[src/fcd_consts.vh]
// Constants for the flash command host controller
`ifndef FCD_CONSTS_VH
`define FCD_CONSTS_VH
// Host register word offsets (byte addresses)
`define FCD_REG_CTRL 4'h0
`define FCD_REG_ADDR 4'h4
`define FCD_REG_DATA 4'h8
`define FCD_REG_STAT 4'hc
// Control register fields
`define FCD_CTRL_GO 0
`define FCD_CTRL_BYTE 1
`define FCD_CTRL_OP_LO 4
`define FCD_CTRL_OP_HI 7
// Operation codes
`define FCD_OP_RESET 4'h0
`define FCD_OP_READ 4'h1
`define FCD_OP_ID 4'h2
`define FCD_OP_PROG 4'h3
`define FCD_OP_CHIP 4'h4
`define FCD_OP_SECT 4'h5
`define FCD_OP_SUSP 4'h6
`define FCD_OP_RESUME 4'h7
`define FCD_OP_UNLOCK 4'h8
`define FCD_OP_POLL 4'h9
// Command bytes
`define FCD_CMD_RESET 8'hf0
`define FCD_CMD_UNLK1 8'haa
`define FCD_CMD_UNLK2 8'h55
`define FCD_CMD_ID 8'h90
`define FCD_CMD_PROG 8'ha0
`define FCD_CMD_SETUP 8'h80
`define FCD_CMD_CHIP 8'h10
`define FCD_CMD_SECT 8'h30
`define FCD_CMD_SUSP 8'hb0
`define FCD_CMD_RESUME 8'h30
`define FCD_CMD_PROT 8'h20
// Unlock addresses, word and byte mode
`define FCD_UA1_WORD 19'h00555
`define FCD_UA2_WORD 19'h002aa
`define FCD_UA1_BYTE 19'h00aaa
`define FCD_UA2_BYTE 19'h00555
// Bus cycle phase terminal counts; each phase lasts the count plus one clock cycles (10 ns each)
`define FCD_T_SETUP 4'h3
`define FCD_T_PULSE 4'h6
`define FCD_T_HOLD 4'h3
`endif

[src/fcd_host.v]
// Host controller that drives a parallel NOR flash through its pins
// Functional notes
// Address steady before strobe falls, data steady through the strobe rise.
// During embedded program, extra commands are ignored; host does not gate them and may send more.
// During sector erase, only suspend is meaningful; host does not block other commands.
// After suspend, device reads array until another command arrives.
// When embedded task ends, full command set is again available.
// Reset command is one write of F0 at any address.
// Unlock cycles at 555/2AA word mode, AAA/555 byte mode.
// Upper address bits are don't care except program and sector addresses.
// Program is unlock pair, A0, then value at target address.
// Erase is unlock, 80, unlock, then 10 chip or 30 sector.
// Wrong or out-of-order writes drop the device back to read mode.
// Suspend B0 and resume 30 are single writes, valid during sector erase.
// After failure, write F0 then issue a valid new command.
// In read mode, every read returns array data.
// After unlock and 90, address 0 gives maker id, 1 part id.
// Identifier read at sector offset 2 word / 4 byte gives protect state.
// Protect unlock is six writes ending with 20; A17..A12 select sector. The host sends the 20 at the first unlock address.
// Erase pre-program, pulses and verify run inside device unattended.
// A status bit toggles on each read while embedded work runs.
// Top data pin is data bit 15 in word mode, address LSB in byte mode.
// Erase done only when bit 7 is 1 and bit 6 stops toggling twice.
// Read is chip select, output gate low; write is chip select, strobe low.
// Hardware reset floats outputs and returns decoder to read mode.
//
// Our own choices: the Avalon-MM slave port and the placing of the registers.
`timescale 1ns/1ps
`include "fcd_consts.vh"
module fcd_host (
    // Clock and reset
    input wire clock_in,
    input wire rstn_in,
    // Avalon-MM slave
    input wire [3:0] avs_address_in,
    input wire avs_read_in,
    input wire avs_write_in,
    input wire [31:0] avs_writedata_in,
    output reg [31:0] avs_readdata_out,
    output wire avs_waitrequest_out,
    // Flash pins
    output reg [17:0] fl_addr_out,
    output reg fl_ce_n_out,
    output reg fl_oe_n_out,
    output reg fl_we_n_out,
    output reg fl_byte_n_out,
    output reg fl_reset_n_out,
    output reg [15:0] fl_dq_out,
    output reg fl_dq_oe_out,
    input wire [15:0] fl_dq_in,
    input wire ready_busy_bar_in
);
    // ----------------------------------------
    // States
    // ----------------------------------------
    localparam ST_IDLE = 3'd0;
    localparam ST_SETUP = 3'd1;
    localparam ST_PULSE = 3'd2;
    localparam ST_HOLD = 3'd3;
    localparam ST_NEXT = 3'd4;
    localparam ST_DONE = 3'd5;

    reg [2:0] state;
    reg [3:0] op;
    reg byte_mode;
    reg [18:0] target;
    reg [15:0] wdata;
    reg [15:0] rdata;
    reg [2:0] step;
    reg [2:0] nsteps;
    reg is_read;
    reg [3:0] tcnt;
    reg busy;
    reg poll_first;
    reg prev_q6;
    reg done_flag;
    reg fail_flag;
    reg [18:0] cyc_addr;
    reg [7:0] cyc_data;
    reg rd_pend; // Second cycle of a register read

    // Unlock addresses follow the width mode
    wire [18:0] ua1 = byte_mode ? `FCD_UA1_BYTE : `FCD_UA1_WORD;
    wire [18:0] ua2 = byte_mode ? `FCD_UA2_BYTE : `FCD_UA2_WORD;

    // ----------------------------------------
    // Sequence table: address and data of each step
    // ----------------------------------------
    always @* begin
        cyc_addr = ua1;
        cyc_data = `FCD_CMD_UNLK1;
        case (step)
            3'd0: begin
                cyc_addr = ua1;
                cyc_data = `FCD_CMD_UNLK1;
            end
            3'd1: begin
                cyc_addr = ua2;
                cyc_data = `FCD_CMD_UNLK2;
            end
            3'd2: begin
                cyc_addr = ua1;
                case (op)
                    `FCD_OP_ID: cyc_data = `FCD_CMD_ID;
                    `FCD_OP_PROG: cyc_data = `FCD_CMD_PROG;
                    default: cyc_data = `FCD_CMD_SETUP;
                endcase
            end
            3'd3: begin
                // Fourth write: program value at target, else first unlock again
                cyc_addr = (op == `FCD_OP_PROG) ? target : ua1;
                cyc_data = (op == `FCD_OP_PROG) ? wdata[7:0] : `FCD_CMD_UNLK1;
            end
            3'd4: begin
                cyc_addr = ua2;
                cyc_data = `FCD_CMD_UNLK2;
            end
            default: begin
                case (op)
                    `FCD_OP_SECT: begin
                        cyc_addr = target;
                        cyc_data = `FCD_CMD_SECT;
                    end
                    `FCD_OP_UNLOCK: begin
                        cyc_addr = ua1;
                        cyc_data = `FCD_CMD_PROT;
                    end
                    default: begin
                        cyc_addr = ua1;
                        cyc_data = `FCD_CMD_CHIP;
                    end
                endcase
            end
        endcase
    end

    // Single-write commands go to any address; reads use the target
    wire single = (op == `FCD_OP_RESET) || (op == `FCD_OP_SUSP) || (op == `FCD_OP_RESUME);
    wire reading = (op == `FCD_OP_READ) || (op == `FCD_OP_POLL);
    wire [7:0] single_data = (op == `FCD_OP_SUSP) ? `FCD_CMD_SUSP :
                             (op == `FCD_OP_RESUME) ? `FCD_CMD_RESUME : `FCD_CMD_RESET;
    wire [18:0] drive_addr = (single || reading) ? target : cyc_addr;
    wire [7:0] drive_data = single ? single_data : cyc_data;

    // ----------------------------------------
    // Bus handshake
    // ----------------------------------------
    // Go is honoured only while idle; writes never stall
    wire go_req = avs_write_in && (avs_address_in == `FCD_REG_CTRL) && avs_writedata_in[`FCD_CTRL_GO];
    // Reads stall one cycle so the registered read data stand when the stall drops
    assign avs_waitrequest_out = avs_read_in && !rd_pend;

    // ----------------------------------------
    // Register reads
    // ----------------------------------------
    always @(posedge clock_in or negedge rstn_in) begin
        if (!rstn_in) begin
            avs_readdata_out <= 32'h0000_0000;
            rd_pend <= 1'b0;
        end else begin
            // Flips per read so each read sees exactly one stall cycle
            rd_pend <= avs_read_in && !rd_pend;
            // Data are captured once, then stand until the master takes them
            if (avs_read_in && !rd_pend) begin
                case (avs_address_in)
                    `FCD_REG_CTRL: avs_readdata_out <= {24'h000000, op, 2'b00, byte_mode, 1'b0};
                    `FCD_REG_ADDR: avs_readdata_out <= {13'h0000, target};
                    `FCD_REG_DATA: avs_readdata_out <= {rdata, wdata};
                    `FCD_REG_STAT: avs_readdata_out <= {28'h0000000, fail_flag, done_flag,
                                                        ~ready_busy_bar_in, busy};
                    default: avs_readdata_out <= 32'h0000_0000;
                endcase
            end
        end
    end

    // ----------------------------------------
    // Cycle engine
    // ----------------------------------------
    always @(posedge clock_in or negedge rstn_in) begin
        if (!rstn_in) begin
            state <= ST_IDLE;
            op <= `FCD_OP_RESET;
            byte_mode <= 1'b0;
            target <= 19'h00000;
            wdata <= 16'h0000;
            rdata <= 16'h0000;
            step <= 3'd0;
            nsteps <= 3'd0;
            is_read <= 1'b0;
            tcnt <= 4'h0;
            busy <= 1'b0;
            poll_first <= 1'b0;
            prev_q6 <= 1'b0;
            done_flag <= 1'b0;
            fail_flag <= 1'b0;
            fl_addr_out <= 18'h00000;
            fl_ce_n_out <= 1'b1;
            fl_oe_n_out <= 1'b1;
            fl_we_n_out <= 1'b1;
            fl_byte_n_out <= 1'b1;
            fl_reset_n_out <= 1'b0;
            fl_dq_out <= 16'h0000;
            fl_dq_oe_out <= 1'b0;
        end else begin
            fl_reset_n_out <= 1'b1;
            case (state)
                ST_IDLE: begin
                    // Register writes are taken only while idle
                    if (avs_write_in && avs_address_in == `FCD_REG_ADDR)
                        target <= avs_writedata_in[18:0];
                    if (avs_write_in && avs_address_in == `FCD_REG_DATA)
                        wdata <= avs_writedata_in[15:0];
                    if (go_req && !busy) begin
                        op <= avs_writedata_in[`FCD_CTRL_OP_HI:`FCD_CTRL_OP_LO];
                        byte_mode <= avs_writedata_in[`FCD_CTRL_BYTE];
                        fl_byte_n_out <= ~avs_writedata_in[`FCD_CTRL_BYTE];
                        busy <= 1'b1;
                        done_flag <= 1'b0;
                        step <= 3'd0;
                        poll_first <= 1'b1;
                        case (avs_writedata_in[`FCD_CTRL_OP_HI:`FCD_CTRL_OP_LO])
                            // Identifier entry stops after the command byte; a fourth
                            // write would open a stray unlock sequence in the device
                            `FCD_OP_ID: nsteps <= 3'd2;
                            `FCD_OP_PROG: nsteps <= 3'd3;
                            `FCD_OP_CHIP, `FCD_OP_SECT, `FCD_OP_UNLOCK: nsteps <= 3'd5;
                            default: nsteps <= 3'd0;
                        endcase
                        state <= ST_SETUP;
                        tcnt <= 4'h0;
                    end
                end
                ST_SETUP: begin
                    // Address and write data settle before the strobe falls
                    is_read <= reading;
                    fl_addr_out <= byte_mode ? drive_addr[18:1] : drive_addr[17:0];
                    fl_dq_out <= byte_mode ? {drive_addr[0], 7'h00, drive_data}
                                           : (single ? {8'h00, drive_data}
                                              : ((op == `FCD_OP_PROG && step == 3'd3)
                                                 ? wdata : {8'h00, drive_data}));
                    // Byte mode keeps the whole data bus driven on reads, since the top pin carries the address LSB
                    fl_dq_oe_out <= byte_mode ? 1'b1 : !reading;
                    fl_ce_n_out <= 1'b0;
                    tcnt <= tcnt + 4'h1;
                    if (tcnt == `FCD_T_SETUP) begin
                        tcnt <= 4'h0;
                        fl_oe_n_out <= !reading;
                        fl_we_n_out <= reading;
                        state <= ST_PULSE;
                    end
                end
                ST_PULSE: begin
                    tcnt <= tcnt + 4'h1;
                    if (tcnt == `FCD_T_PULSE) begin
                        tcnt <= 4'h0;
                        // Read data sampled at the last low clock of the output gate
                        if (is_read)
                            rdata <= byte_mode ? {8'h00, fl_dq_in[7:0]} : fl_dq_in;
                        fl_oe_n_out <= 1'b1;
                        fl_we_n_out <= 1'b1; // data held past this rise
                        state <= ST_HOLD;
                    end
                end
                ST_HOLD: begin
                    // Select and data outlast the strobe so the device latches clean values
                    tcnt <= tcnt + 4'h1;
                    if (tcnt == `FCD_T_HOLD) begin
                        tcnt <= 4'h0;
                        fl_ce_n_out <= 1'b1;
                        fl_dq_oe_out <= 1'b0;
                        state <= ST_NEXT;
                    end
                end
                ST_NEXT: begin
                    state <= ST_SETUP;
                    if (op == `FCD_OP_POLL) begin
                        // Busy while bit 6 still flips between reads
                        poll_first <= 1'b0;
                        prev_q6 <= rdata[6];
                        if (rdata[5] && !poll_first)
                            fail_flag <= 1'b1; // software then sends reset
                        if (!poll_first && rdata[6] == prev_q6 && rdata[7])
                            state <= ST_DONE;
                        else if (rdata[5] && !poll_first)
                            state <= ST_DONE;
                    end else if (step == nsteps) begin
                        state <= ST_DONE;
                    end else begin
                        step <= step + 3'd1;
                    end
                    if (op == `FCD_OP_RESET)
                        fail_flag <= 1'b0;
                end
                ST_DONE: begin
                    // Done is sticky until the next go, so software may poll late
                    busy <= 1'b0;
                    done_flag <= 1'b1;
                    state <= ST_IDLE;
                end
                default: state <= ST_IDLE;
            endcase
        end
    end
endmodule // fcd_host

[config.mk]
export PLATFORM = sky130hd
export DESIGN_NAME = fcd_host
export DESIGN_NICKNAME = d
export VERILOG_FILES = /design/src/fcd_host.v
export VERILOG_INCLUDE_DIRS = /design/src /design/src/src
export SDC_FILE = /design/constraint.sdc
export NUM_CORES = 1
export LEC_CHECK = 0
export ABC_AREA = 1
export ABC_CLOCK_PERIOD_IN_PS = 3750
export BUFFER_PORTS_ARGS = -buffer_cell sky130_fd_sc_hd__buf_4
export CAP_MARGIN = 30
export CORE_MARGIN = 1.5
export CORE_UTILIZATION = 35
export DETAILED_ROUTE_END_ITERATION = 8
export HOLD_SLACK_MARGIN = 0.08
export PLACE_DENSITY = 0.53
export SYNTH_ARGS = -nofsm -noshare
export SYNTH_HDL_FRONTEND = slang
export SYNTH_SLANG_ARGS = --single-unit
[constraint.sdc]
create_clock -name clock_in -period 3.75 [get_ports clock_in]
set_clock_uncertainty 0.1 [all_clocks]
set_input_delay 0.375 -clock clock_in [delete_from_list [all_inputs] [get_ports clock_in]]
set_output_delay 0.375 -clock clock_in [all_outputs]
set_load 0.01 [all_outputs]
* After elaboration in Yosys (flattened, before gate mapping)
Index checks and enable logic that the tools add are counted.
** Word-level totals
- Logic and storage cells :: 167
- ROM bits :: 0
- Output and inout bits :: 73
- Input port bits :: 57
- Flip-flop bits (word level) :: 148
- Bits in writable memories :: 0
- Latch bits :: 0
- Memories kept :: 0
** Cells by class
- Order comparisons :: 0
- Multiply operators :: 0
- Shift-type cells :: 0
- Div/mod/pow operators :: 0
- Muxes and demuxes :: 56
- Add/subtract/negate cells :: 2
- Reductions and logical operators :: 46
- Equality and inequality tests :: 36
- Bitwise logic cells :: 2
** Operators by type and width (count)
- $pmux 32 s4 :: 1
- $mux 16 :: 4
- $mux 19 :: 3
- $pmux 19 s3 :: 1
- $mux 3 :: 11
- $mux 8 :: 4
- $pmux 8 s4 :: 1
- $eq 4x3->1 const B :: 7
- $pmux 6 s2 :: 2
- $eq 4x2->1 const B :: 5
- $eq 4x4->1 const B :: 5
- $mux 18 :: 1
- $pmux 3 s5 :: 1
- $ne 2x2->1 const B :: 7
- $pmux 1 s2 :: 7
- $reduce_and 2->1 :: 7
- $eq 3x2->1 const B :: 4
- $mux 1 :: 12
- $mux 12 :: 1
- $mux 4 :: 3
- $pmux 4 s3 :: 1
- $reduce_and 3->1 :: 4
- $reduce_bool 2->1 :: 6
- $mux 11 :: 1
- 19 further kinds :: 43

* Logic depth before layout (Yosys ltp)
- Depth after elaboration :: 7
- Gate-level depth with buffers :: 13
- Gate-level depth less buffers :: 13

* Worst setup path after synthesis
OpenSTA, ideal clock, no wires.
- Kind :: register to register
- Start point :: register step[0]
- End point :: register fl_addr_out[13]
- Clock period less this slack :: 1.922 ns
- Library setup time :: 0.068 ns
- Buffers on the path :: 1
- Slack :: 1.828 ns
- Stages on the path, launching flop included :: 13
- Required time :: 3.582 ns
- Data arrival time :: 1.754 ns
- Path through :: dfrtp_1 ha_1 ha_1 buf_2 inv_2 nand2_1 nor2_2 nand2_1 nand3_2 inv_2 nor2_1 nand2_1 nand3_1
** Between the ends
- Cells in the longest elaborated chain, start to end :: 5
- Elaborated cells between the ends (all ways) :: 10
- Those cells by class :: eq/ne (4); mux (3); reduce/logical (3)
** RTL lines
- start, declared :: RTL line fcd_host.v:69 : reg [2:0] step;
- start signal, assigned :: RTL line fcd_host.v:290 : step <= step + 3'd1;
- $eq 3x3->1 (tied with other cells) :: RTL line fcd_host.v:92 : case (step)
- $reduce_or 2->1 (no line)
- $pmux 19 s3 (*) :: RTL line fcd_host.v:92
- $mux 19 (*) :: RTL line fcd_host.v:142 : wire [18:0] drive_addr = (single || reading) ? target : cyc_addr;
- $mux 18 (*) :: RTL line fcd_host.v:237 : fl_addr_out <= byte_mode ? drive_addr[18:1] : drive_addr[17:0];
- end signal, assigned :: RTL line fcd_host.v:237
- end, declared :: RTL line fcd_host.v:42 : output reg [17:0] fl_addr_out,
Mark *: on every way between the ends. The rest lies on a longest branch, timed or not.
A chain may end at the register's enable or synchronous reset.

* Worst setup path after layout
- Start point :: register step[0]
- End point :: register fl_addr_out[14]
The elaborated chain is that of the path after synthesis.

==> impl_metrics.toml <==
[sta]
report.final.slew_viol_count = 0
rsz0062_at_grt = "no"
clock.fmax_ghz = 0.422
layout_min_cycle_time_ns = 2.37
hold_violations = 0
slew-limit-headroom = 0.395
fin_setup_tns_ns = 0
finalCritPeriodShare = 0.632
setup_viol = 0
worst_pin_slew_ns = 0.907
fin_ws_ns = 1.38

[setup_path]
required_ns = 4.00
end_kind = "flip-flop"
arrival_ns = 2.62
cp-startpoint = "step[0]"
worst-setup-path-type = "reg -> reg"
cp-start-kind = "flip-flop"
r2r_start = "step[0]"
crit_fanout = 10

[logic_synthesis]
yosys.area.top_type = "dfrtp_1"
ys_seq_area_frac = 0.507
synthArstFlopShare = 1.00
synth.avg_cell_area_sq_um = 8.10
ys_ff_latch = 148
ys.flop_type = "dfrtp_1"
yosysUniqueCellTypes = 45
syn_nets = 968
synth_top_area_frac = 0.492
ys_warn_count = 0
synth_area_sq_um = 7320
synth_edf_count = 0
synth_area_leaders = "dfrtp_1 (49%), nand2_1 (14%), o21ai_0 (6.9%), inv_1 (4.5%), nand3_1 (4.4%)"
synth_cells = 904

[drt]
wire_per_inst_um = 15.4
drt_iter0_drc = 397
wl_met3_um = 1530
dr_wl_met2_um = 8860
via_per_inst = 4.76
drc = 0
drt-total-wl_um = 20400
drt-met1-wl_um = 9800
firstDrtPassIters = 5
antenna_left = 0
top_layer = "met5"
num_vias = 6300

[pwr]
power.density_nw_per_um2 = 681
max-vdd-ir-drop_uv = 341
p_leak_nw = 4.55
p_total_w = 0.00630

[clock_tree]
clock_path_buffers = 2
cts_tree = "done"
clkSlewWorstSetupHoldPaths_ns = 0.06
clkSinkCount = 148
root_buffer = "clkbuf_16"
cts_made_buffers = 17
insertion_delay_ns = 0.42
cts_max_level = 4

[floorplan]
die_height_um = 148
initial_core_util = 0.359
fp.dieArea_sq_um = 21800
coreArea_sq_um = 20400
fp.dieW_um = 148
pin_count = 130
row_count = 52

[global_routing]
antenna_found_initial = 1
grt_max_degree = 83
grt_pass1_wl_um = 32900
first_global_vias = 6125
grt_usage = 0.194
grt_overflow = 0

[outcome]
status = "completed"

[worst_hold_path]
hp-start = "avs_writedata_in[1]"
hold_class = "in -> reg"

[placement]
post-place-ws_ns = 1.41
dp_hpwl_um = 14500
port_buffers = 116
place_congestion = 0.837

[layout]
fillers = 2063
mostFrequentLayoutCells = "nand2_1 (282), dfrtp_1 (144), buf_4 (122)"
layout.nets = 1104
final_layout_size_suffix_gt1_frac = 0.202
syn2layout_area_growth_pct = 26.3
num_antenna_cells = 0
fin_util = 0.454
mostFrequentLayoutCell = "nand2_1"

[flow_run]
cap_violations = 0
## flip-flops by register name, indices dropped and copies added, names as in the netlist, 3 cells and up
register / cells
fl_dq_out: 16
nsteps: 3
rdata: 16
state: 3
tcnt: 4
avs_readdata_out: 32
wdata: 16
target: 19
step: 3
fl_addr_out: 18
op: 4
## through the flow
| stage | area, sq um | instances | hold WS, ns |
|---|---|---|---|
| final | 9240 | 1323 | 0.0978 |
| after global routing | 9240 | 1323 | 0.0932 |
| after CTS | 9240 | 1323 | 0.0815 |
| after detailed placement | 8410 | 1263 | 0.358 |
| after global placement | 8410 | 1263 | 0.357 |
| after floorplan | 7320 | 904 | -0.0206 |
## power breakdown
group / switching, W / total [W] / leakage [nW] / internal (W)
logic: 0.00151 / 0.00234 / 2.53 / 0.000837
registers: 0.000312 / 0.00234 / 1.76 / 0.00202
clock network: 0.000690 / 0.00162 / 0.269 / 0.000927
total: 0.00251 / 0.00630 / 4.55 / 0.00379
## critical path, cell delays in order (launching register included)
cell and delay, ns:
dfrtp_1 0.46, ha_1 0.23, ha_1 0.34, inv_2 0.18, nand2_1 0.08, nor2_2 0.29, nand2_1 0.12, nand3_2 0.17
inv_2 0.05, nor2_1 0.14, nand2_1 0.07, nand3_1 0.07
## cell usage after synthesis, types with 4 or more instances
cell and n:
nand2_2 6, a21oi_1 22, xor2_1 4, buf_4 6, clkbuf_1 12, buf_2 14
nor2_2 7, o21ai_0 101, o21ai_1 12, nor2_1 40, nor2_4 6, o31ai_1 10
ha_1 7, o22ai_1 16, nand3_1 65, inv_1 87, o211ai_1 5, dfrtp_1 144
nand2_1 282, dfstp_2 4, inv_2 14
## path summary, 6_finish.rpt
path | endpoint | slack [ns] | cells past startpoint
worst max-delay path | fl_addr_out[14] | 1.38 | 11
min in group asynchronous | rdata[3] | 0.42 | 2
worst min register to register | fl_ce_n_out | 0.36 | 2
max in group asynchronous | fl_byte_n_out | 2.15 | 3
worst min-delay path | target[1] | 0.1 | 3
worst max register to register | fl_addr_out[14] | 1.38 | 11
## final cells by class
cell class,instances,area [sq um],share of cell area
clock buffer,19,443,0.0479
timing repair buffer,152,1230,0.133
inverter,104,395,0.0428
clock inverter,13,109,0.0118
tap,270,338,0.0365
multi-input combinational,617,3020,0.327
sequential,148,3710,0.401
## logic make-up after synthesis
| group | share of synthesized area |
|---|---|
| adder cells (fa/ha/maj) | 0.0120 |
| AO/OA/AOI/OAI | 0.138 |
| AND/OR/NAND/NOR | 0.252 |
| multiplexers | 0.00445 |
| XOR/XNOR | 0.00598 |
| flip-flops | 0.507 |
| buffers and inverters | 0.0805 |
| other | 0.000512 |
## per-layer routing
layer,global-route usage,vias to the layer above
li1,-,3195
met1,0.275,2908
met4,0.0490,2
met3,0.0605,18
met2,0.289,177
met5,0,-
## repair_timing
action	CTS	global route
hold endpoints to repair	111	0
gates resized for setup	0	0
hold buffers	28	0
setup buffers	0	0
setup endpoints to repair	0	0
Power figures use the tool's default switching activity.
